===== src/hw/brint_pkg.sv =====
/*
 * Constants and carriers for the buffer-ready interrupt block.
 * Assumes one 100 MHz clock and a plain register port.
 */
// What this block does
// - Set pipe status; interrupt needs both enables
// - Bulk IN with zero packet size: no event
// - Control pipe receive: short packet or full
// - Single buffer receive: short, full, counter end
// - Double buffer, both awaiting reception: same set
// - Double buffer: read done while both waiting
// - Double buffer: buffer clear while both waiting
// - Transfer-end mode: zero packet or read done
// - Single transmit: direction set or packet sent
// - Transmit: auto or serial clear with pending data
// - Double transmit: fill, valid flag or DMA end
// - Transfer-end mode gives no transmit interrupts
// - Zero packet sets status, gives no data
// - Mode zero: summary clears with enabled status
// - Mode one: summary clears with buffer status
package brint_pkg;
    // ******************************************************
    // Sizes and register map
    // ******************************************************
    localparam int NPIPE = 8;
    localparam int AW = 8;
    localparam int DW = 16;
    localparam logic [AW-1:0] ADR_IE0 = 8'h00;
    localparam logic [AW-1:0] ADR_IE1 = 8'h04;
    localparam logic [AW-1:0] ADR_PEN = 8'h08;
    localparam logic [AW-1:0] ADR_STS = 8'h0C;
    localparam logic [AW-1:0] ADR_IST0 = 8'h10;
    localparam int BIT_GEN = 8;
    localparam int BIT_MODE = 0;
    localparam int BIT_SUM = 8;
    localparam logic [NPIPE-1:0] RST_PIPE = 8'h00;
    localparam logic [DW-1:0] RST_DATA = 16'h0000;
    localparam logic [10:0] MAX_PACKET_SIZE_ZERO = 11'h000;

    // ******************************************************
    // Per-pipe carriers
    // ******************************************************
    // One-cycle events from the buffer and serial engines
    typedef struct packed {
        logic short_pkt;
        logic zlp;
        logic buf_full;
        logic trn_end;
        logic read_done;
        logic rd_short_done;
        logic rd_last_done;
        logic cpu_buffer_clear;
        logic dir_tx_set;
        logic tx_done;
        logic auto_buffer_clear;
        logic serial_side_clear;
        logic buffer_valid_flag;
        logic fill_write;
        logic dma_transfer_end;
    } brint_evt_t;

    // Levels describing pipe setup and buffer state
    typedef struct packed {
        logic is_rx;
        logic double_buffer_select;
        logic transfer_end_irq_mode;
        logic is_bulk_in;
        logic [10:0] max_packet_size;
        logic buf_not_full;
        logic both_rx_wait;
        logic both_rd_wait;
        logic tx_pending;
        logic no_tx_wait;
    } brint_cfg_t;
endpackage : brint_pkg


===== src/hw/brint_top.sv =====
/*
 * Buffer-ready interrupt generation for eight pipes, pipe 0 being
 * the default control pipe, with its register port.
 * Assumes the buffer engine supplies event pulses, pipe levels and
 * buffer status synchronous to CLK_SYS_IN; the serial engine acts
 * on ZLP_REPLY_OUT by answering IN tokens with empty packets.
 */
// The implementer's own choices: the register addresses and the strobed register port.
`timescale 1ns/1ps
module brint_top (
    input wire logic CLK_SYS_IN,
    input wire logic RST_IN,
    input wire logic [brint_pkg::AW-1:0] ADDR_IN,
    input wire logic [brint_pkg::DW-1:0] WDATA_IN,
    input wire logic WR_IN,
    input wire logic RD_IN,
    input wire brint_pkg::brint_evt_t [brint_pkg::NPIPE-1:0] EVT_IN,
    input wire brint_pkg::brint_cfg_t [brint_pkg::NPIPE-1:0] CFG_IN,
    input wire logic [brint_pkg::NPIPE-1:0] BUFFER_ACCESS_STATUS_IN,
    output logic [brint_pkg::DW-1:0] RDATA_OUT,
    output logic IRQ_OUT,
    output logic [brint_pkg::NPIPE-1:0] ZLP_REPLY_OUT
);
    import brint_pkg::*;

    // ******************************************************
    // Declarations
    // ******************************************************
    logic [NPIPE-1:0] set_v;
    logic [NPIPE-1:0] supp_v;
    logic [NPIPE-1:0] pipe_ready_status_r;
    logic [NPIPE-1:0] pipe_ready_status_nxt;
    logic [NPIPE-1:0] pipe_ready_enable_r;
    logic [NPIPE-1:0] buffer_access_status_r;
    logic global_ready_enable_r;
    logic ready_clear_mode_r;
    logic buffer_ready_summary;
    logic wr_sts;
    logic [NPIPE-1:0] sts_clr;
    logic [DW-1:0] rdata_nxt;

    // ******************************************************
    // Condition decoders, one per pipe
    // ******************************************************
    // Pipe 0 is the control pipe and never reports on transmit
    generate
        for (genvar g = 0; g < NPIPE; g++) begin : g_pipe
            brint_cond #(
                .IS_DCP(g == 0)
            ) u_cond (
                .evt_in(EVT_IN[g]),
                .cfg_in(CFG_IN[g]),
                .set_out(set_v[g]),
                .supp_out(supp_v[g])
            );
        end
    endgenerate

    // ******************************************************
    // Register writes
    // ******************************************************
    // Control bits steering interrupt gating and clear mode
    always_ff @(posedge CLK_SYS_IN or posedge RST_IN) begin
        if (RST_IN) begin
            global_ready_enable_r <= 1'b0;
            ready_clear_mode_r <= 1'b0;
            pipe_ready_enable_r <= RST_PIPE;
        end else if (WR_IN) begin
            if (ADDR_IN == ADR_IE0) begin
                global_ready_enable_r <= WDATA_IN[BIT_GEN];
            end else if (ADDR_IN == ADR_IE1) begin
                ready_clear_mode_r <= WDATA_IN[BIT_MODE];
            end else if (ADDR_IN == ADR_PEN) begin
                pipe_ready_enable_r <= WDATA_IN[NPIPE-1:0];
            end
        end
    end

    // ******************************************************
    // Pipe ready status
    // ******************************************************
    // Writing 0 clears a bit, writing 1 leaves it; a new event in
    // the clearing cycle wins so it is never lost
    assign wr_sts = WR_IN && (ADDR_IN == ADR_STS);
    assign sts_clr = wr_sts ? ~WDATA_IN[NPIPE-1:0] : RST_PIPE;
    assign pipe_ready_status_nxt =
        (pipe_ready_status_r & ~sts_clr) | set_v;

    // Set regardless of the enables, held until cleared
    always_ff @(posedge CLK_SYS_IN or posedge RST_IN) begin
        if (RST_IN) begin
            pipe_ready_status_r <= RST_PIPE;
        end else begin
            pipe_ready_status_r <= pipe_ready_status_nxt;
        end
    end

    // Buffer status registered so the summary sees a clean level
    always_ff @(posedge CLK_SYS_IN or posedge RST_IN) begin
        if (RST_IN) begin
            buffer_access_status_r <= RST_PIPE;
        end else begin
            buffer_access_status_r <= BUFFER_ACCESS_STATUS_IN;
        end
    end

    // ******************************************************
    // Summary bit
    // ******************************************************
    brint_sum u_sum (
        .clk_in(CLK_SYS_IN),
        .rst_in(RST_IN),
        .sts_in(pipe_ready_status_r),
        .set_in(set_v),
        .en_in(pipe_ready_enable_r),
        .buffer_access_status_in(buffer_access_status_r),
        .mode_in(ready_clear_mode_r),
        .sum_out(buffer_ready_summary)
    );

    // ******************************************************
    // Outputs
    // ******************************************************
    // Interrupt only with the global enable; costs one cycle
    always_ff @(posedge CLK_SYS_IN or posedge RST_IN) begin
        if (RST_IN) begin
            IRQ_OUT <= 1'b0;
        end else begin
            IRQ_OUT <= buffer_ready_summary &
                       global_ready_enable_r;
        end
    end

    // Pipes whose IN tokens get an empty packet and no event
    always_ff @(posedge CLK_SYS_IN or posedge RST_IN) begin
        if (RST_IN) begin
            ZLP_REPLY_OUT <= RST_PIPE;
        end else begin
            for (int i = 0; i < NPIPE; i++) begin
                ZLP_REPLY_OUT[i] <= supp_v[i] &
                                    !CFG_IN[i].is_rx;
            end
        end
    end

    // ******************************************************
    // Register reads
    // ******************************************************
    // Unmapped addresses and idle cycles return zero
    always_comb begin
        rdata_nxt = RST_DATA;
        if (RD_IN) begin
            if (ADDR_IN == ADR_IE0) begin
                rdata_nxt[BIT_GEN] = global_ready_enable_r;
            end else if (ADDR_IN == ADR_IE1) begin
                rdata_nxt[BIT_MODE] = ready_clear_mode_r;
            end else if (ADDR_IN == ADR_PEN) begin
                rdata_nxt[NPIPE-1:0] = pipe_ready_enable_r;
            end else if (ADDR_IN == ADR_STS) begin
                rdata_nxt[NPIPE-1:0] = pipe_ready_status_r;
            end else if (ADDR_IN == ADR_IST0) begin
                rdata_nxt[BIT_SUM] = buffer_ready_summary;
            end
        end
    end

    always_ff @(posedge CLK_SYS_IN or posedge RST_IN) begin
        if (RST_IN) begin
            RDATA_OUT <= RST_DATA;
        end else begin
            RDATA_OUT <= rdata_nxt;
        end
    end
endmodule : brint_top


===== src/hw/brint_cond.sv =====
/*
 * Per-pipe decoder of buffer-ready conditions.
 * Assumes events are single-cycle pulses synchronous to the clock.
 */
`timescale 1ns/1ps
module brint_cond #(
    parameter bit IS_DCP = 1'b0
) (
    input wire brint_pkg::brint_evt_t evt_in,
    input wire brint_pkg::brint_cfg_t cfg_in,
    output logic set_out,
    output logic supp_out
);
    import brint_pkg::*;
    logic rx_std;
    logic tx_clr;

    // ******************************************************
    // Condition table
    // ******************************************************
    // Pure combinational; the top registers the result
    always_comb begin
        rx_std = evt_in.short_pkt | evt_in.zlp | evt_in.buf_full |
                 (evt_in.trn_end & cfg_in.buf_not_full);
        tx_clr = (evt_in.auto_buffer_clear |
                  evt_in.serial_side_clear) & cfg_in.tx_pending;
        supp_out = cfg_in.is_bulk_in &&
                   cfg_in.max_packet_size == MAX_PACKET_SIZE_ZERO;
        set_out = 1'b0;
        if (cfg_in.is_rx) begin
            if (IS_DCP) begin
                set_out = evt_in.short_pkt | evt_in.zlp |
                          evt_in.buf_full;
            end else if (cfg_in.transfer_end_irq_mode) begin
                set_out = evt_in.zlp | evt_in.rd_short_done |
                          evt_in.rd_last_done;
            end else if (!cfg_in.double_buffer_select) begin
                set_out = rx_std;
            end else begin
                set_out = (cfg_in.both_rx_wait & rx_std) |
                          (cfg_in.both_rd_wait &
                           (evt_in.read_done |
                            evt_in.cpu_buffer_clear));
            end
        end else if (!IS_DCP && !cfg_in.transfer_end_irq_mode) begin
            if (!cfg_in.double_buffer_select) begin
                set_out = evt_in.dir_tx_set | evt_in.tx_done |
                          tx_clr;
            end else begin
                set_out = evt_in.dir_tx_set | tx_clr |
                          (cfg_in.no_tx_wait &
                           (evt_in.fill_write |
                            evt_in.buffer_valid_flag |
                            evt_in.dma_transfer_end));
            end
            if (supp_out) begin
                set_out = 1'b0;
            end
        end
    end
endmodule : brint_cond


===== src/hw/brint_sum.sv =====
/*
 * Buffer-ready summary bit with its two clearing modes.
 * Assumes status, enables and buffer status are registered levels.
 */
`timescale 1ns/1ps
module brint_sum (
    input wire logic clk_in,
    input wire logic rst_in,
    input wire logic [brint_pkg::NPIPE-1:0] sts_in,
    input wire logic [brint_pkg::NPIPE-1:0] set_in,
    input wire logic [brint_pkg::NPIPE-1:0] en_in,
    input wire logic [brint_pkg::NPIPE-1:0] buffer_access_status_in,
    input wire logic mode_in,
    output logic sum_out
);
    import brint_pkg::*;
    logic sum_nxt;

    // Mode one waits on the buffers, so software clears alone
    // never drop the summary there
    always_comb begin
        if (!mode_in) begin
            sum_nxt = |(sts_in & en_in);
        end else begin
            sum_nxt = |(set_in & en_in) |
                      (sum_out & |(buffer_access_status_in & en_in));
        end
    end

    always_ff @(posedge clk_in or posedge rst_in) begin
        if (rst_in) begin
            sum_out <= 1'b0;
        end else begin
            sum_out <= sum_nxt;
        end
    end
endmodule : brint_sum


===== config.mk =====
export PLATFORM = sky130hd
export DESIGN_NAME = brint_top
export DESIGN_NICKNAME = d
export VERILOG_FILES = /design/src/hw/brint_pkg.sv /design/src/hw/brint_top.sv /design/src/hw/brint_cond.sv /design/src/hw/brint_sum.sv
export SDC_FILE = /design/constraint.sdc
export NUM_CORES = 1
export LEC_CHECK = 0
export BUFFER_PORTS_ARGS = -buffer_cell sky130_fd_sc_hd__buf_4
export CELL_PAD_IN_SITES_DETAIL_PLACEMENT = 0
export CELL_PAD_IN_SITES_GLOBAL_PLACEMENT = 1
export CORE_AREA = 4 4 129 131
export CTS_CLUSTER_SIZE = 16
export DETAILED_ROUTE_END_ITERATION = 8
export DIE_AREA = 0 0 133 135
export PLACE_DENSITY_LB_ADDON = 0.12
export SYNTH_ARGS = -nofsm -noshare
export SYNTH_HDL_FRONTEND = slang
export SYNTH_HIERARCHICAL = 1
export SYNTH_SLANG_ARGS = --single-unit
export TNS_END_PERCENT = 1

===== constraint.sdc =====
create_clock -name CLK_SYS_IN -period 1.95 [get_ports CLK_SYS_IN]
set_clock_uncertainty 0.1 [all_clocks]
set_input_delay 0.39 -clock CLK_SYS_IN [delete_from_list [all_inputs] [get_ports CLK_SYS_IN]]
set_output_delay 0.39 -clock CLK_SYS_IN [all_outputs]
set_load 0.05 [all_outputs]

==> run summary <==
Data required time at the worst endpoint -> 2.00 ns
CP top delay family -> compound AO/OA/AOI/OAI gates
Place WS -> -0.354 ns
Primary FF master, synth -> dfrtp_1
Routed wire length -> 12,600 um
Simple-Gate Fraction of Synth Area -> 24.2%
Vias per std cell -> 4.39
Worst-Skew Late Latency -> 0.29 ns
Via count -> 3,545
Critical setup path kind -> in2reg
Layout Cells excl Fill -> 808
Fin Hold WS -> 0.106 ns
Worst Hold Class -> in2reg
Max Cap Viol -> 0
Worst hold path startpoint -> BUFFER_ACCESS_STATUS_IN[6]
Synthesized flop and latch total -> 45
Terminus of the critical flop-to-flop path -> u_sum/sum_out
# setup viols final -> 0
Chain of cells forming the critical path -> buf_4 -> a2111oi_1 -> o211a_1 -> o22ai_2 -> a222oi_1 -> nand3_1 -> a211oi_2 -> a31oi_1
CP bufs+invs -> 1
Longest Clk Path Bufs -> 2
P_leak -> 2.86 nW
Die height -> 135 um
CTS Sinks -> 45
Routed len/inst -> 15.6 um
Total gr overflow -> 0
Initial DRT Pass Iterations -> 4
Slowest CP cell -> a2111oi_1
Period utilisation layout -> 99.0%
Nets -> 907
Die Span X -> 133 um
Area post-placement -> 5470 um2
Register area share after synthesis -> 39.8%
Cell count after synthesis -> 268
Die area -> 18,000 um2
First-pass GRT wire length -> 19,200 um
Ys async rst share -> 100%
Root Driver -> clkbuf_16
Hold Crit Endpoint -> buffer_access_status_r[6]
# IOs -> 341
N_diodes -> 0
Filler Cell Count -> 1,610
Synth-to-Final Area Change -> 101%
Combinational family with the most area after synthesis -> compound AO/OA/AOI/OAI gates
Post-synthesis cell type count -> 44
CP peak stage delay -> 0.42 ns
Starting Density -> 18.2%
Antenna Violating Nets Remaining -> 0
Final hold vios -> 0
Tmin final -> 1.93 ns
Post-synthesis mux area share -> 7.20%
Storage element area -> 1130 um2
Reg2Reg Setup Slack -> 0.49 ns
Post-Syn Area per Cell -> 10.6 um2
Core outline area -> 15,600 um2
Max Fclk -> 518 MHz
Compound-cell area share of the yosys netlist -> 24.7%
Final Total Pwr -> 2.82 mW
Total GRT Usage -> 13.2%
Worst Setup End Kind -> flip-flop
Buffers on Ports -> 307
Number of DRC markers in iteration 0 -> 77
Num CTS Buffers -> 5
Rows -> 46
Gp weighted congestion -> 0.806
Crit start category -> primary input
R2R depth -> 4
Max Fanout on Critical Path -> 2
Initial antenna violation count -> 0
CP arrival -> 1.98 ns
Max-slew violations -> 0
Mapped Area -> 2830 um2
Htree depth -> 2
Setup repair bufs after CTS -> 0
Max IR drop VDD -> 0.000313 V
DRC viols -> 0
Multi-input gate area -> 1640 um2
Worst-path clk slew -> 0.06 ns
RSZ-0062 raised after global routing -> yes
TritonCTS clock tree -> done
Worst Setup Slack, final -> 0.0200 ns
Hold path cells -> 1
Share of post-route cells with drive strength above 1 -> 61.3%
Post-detail-place hpwl -> 11,200 um
Adder-cell area share of the yosys netlist -> 0%
Post-synth EDFFs -> 0
PD cells -> 495 nW/um2
Reg2Reg Launch Point -> pipe_ready_enable_r[2]
Status -> completed
Synth Warn # -> 6
Vias in the first global route -> 3,819
Placed instance count -> 799
Final instance area -> 5700 um2
Largest net degree at the start of global routing -> 23
Post-Synth XOR/XNOR Area -> 0%
-- worst reg2reg max path, delay by kind of cell, from the launching register on --
kind | cells | cell delay [ns]
AND/OR/NAND/NOR | 1 | 0.14
flip-flops | 1 | 0.44
AO/OA/AOI/OAI | 3 | 0.65
-- layout by cell type, fill, tap and decap left out, types with 2 or more instances in the layout --
master / n
o211a_1: 7
buf_4: 319
a22oi_1: 6
a21oi_1: 2
bufinv_16: 2
nor2b_1: 22
nand2_1: 3
a2111oi_0: 2
inv_1: 8
o311a_1: 7
o41ai_2: 7
a222oi_1: 2
a21o_1: 8
o211ai_1: 7
mux2i_1: 8
mux2_2: 11
conb_1: 7
o21a_1: 7
and3_1: 2
nand3_1: 11
nor2_1: 14
nor4_1: 17
dfrtp_1: 45
o41ai_1: 7
o22ai_1: 5
a2111oi_1: 4
and3_2: 7
nand4_1: 2
clkbuf_16: 5
and4b_1: 8
nor4b_1: 8
o22ai_2: 2
-- area by class of cell --
cell class / instances / share of cell area [%]
clock buffer: 5 / 2.19
clock inverter: 3 / 1.14
inverter: 9 / 0.593
multi-input combinational: 208 / 28.8
sequential: 45 / 19.8
tap: 216 / 4.74
timing repair buffer: 322 / 42.7
-- flip-flops by register name, summed over array words and instances, names as in the netlist --
name	count
RDATA_OUT	9
ZLP_REPLY_OUT	8
buffer_access_status_r	8
pipe_ready_enable_r	8
pipe_ready_status_r	8
IRQ_OUT	1
global_ready_enable_r	1
ready_clear_mode_r	1
u_sum/sum_out	1
-- cell usage after synthesis (3+ instances only) --
cell	number	area share, %
nor2b_1	22	4.9
nor4_1	17	3.8
inv_1	9	1.2
a2111oi_0	7	2.2
o22ai_1	7	1.5
a21o_1	8	2.1
nor4b_1	8	2.5
buf_4	8	2.1
mux2_2	11	4.4
dfrtp_1	45	40
o211ai_1	7	1.9
nor2_1	14	1.9
a22oi_1	6	1.6
buf_2	3	0.53
nand3_1	11	1.9
o41ai_1	7	2.2
o21a_1	7	1.9
o211a_1	7	2.5
nand2_1	3	0.40
mux2i_1	8	2.8
o41ai_2	7	4.0
and4b_1	8	2.8
and3_2	7	1.9
o311a_1	7	2.5
-- how the worst max path moves through the flow --
| stage | slack (ns) | to | from | depth (start not counted) |
|---|---|---|---|---|
| after floorplan | 0.02 | u_sum/sum_out | EVT_IN[41] | 7 |
| after global placement | -0.33 | u_sum/sum_out | EVT_IN[101] | 8 |
| after detailed placement | -0.35 | u_sum/sum_out | EVT_IN[92] | 8 |
| after CTS | 0.0004 | u_sum/sum_out | EVT_IN[101] | 8 |
| after global routing | -0.12 | u_sum/sum_out | EVT_IN[32] | 8 |
| final | 0.02 | u_sum/sum_out | EVT_IN[101] | 8 |
-- cell families (layout without fill, tap and decap cells) --
kind of cell / Yosys count / count (layout)
mux: 19 / 19
flops: 45 / 45
other cells: 1 / 7
simple gates: 103 / 103
buf+inv: 21 / 339
compound gates: 79 / 79
-- routing by layer --
metal / track usage, % / vias to the layer above / share of wire (%)
li1: - / 1727 / -
met1: 14.1 / 1629 / 35
met4: 3.23 / 0 / 1.9
met3: 4.40 / 15 / 9.4
met2: 24.8 / 174 / 53
met5: 0 / - / 0
-- power by group --
| group | leakage, nW | total, mW | internal, mW | switching [mW] |
|---|---|---|---|---|
| sequential | 0.565 | 0.983 | 0.959 | 0.0242 |
| clock | 0.0938 | 1.09 | 0.732 | 0.354 |
| combinational | 2.20 | 0.753 | 0.492 | 0.261 |
| total | 2.86 | 2.82 | 2.18 | 0.639 |
-- timing repair --
| action | in CTS | in global routing |
|---|---|---|
| hold endpoints to repair | 1 | 0 |
| gates resized for setup | 3 | 7 |
| setup endpoints to repair | 1 | 1 |
| pin swaps | 1 | 2 |
| hold buffers | 1 | 0 |
-- metrics by stage --
stage,setup TNS (ns),util (%)
after floorplan,0,-
after global placement,-0.334,35.1
after detailed placement,-0.354,35.1
after CTS,0,36.4
after global routing,-0.115,36.5
final,0,36.5
(Power assumes the default switching activity.)
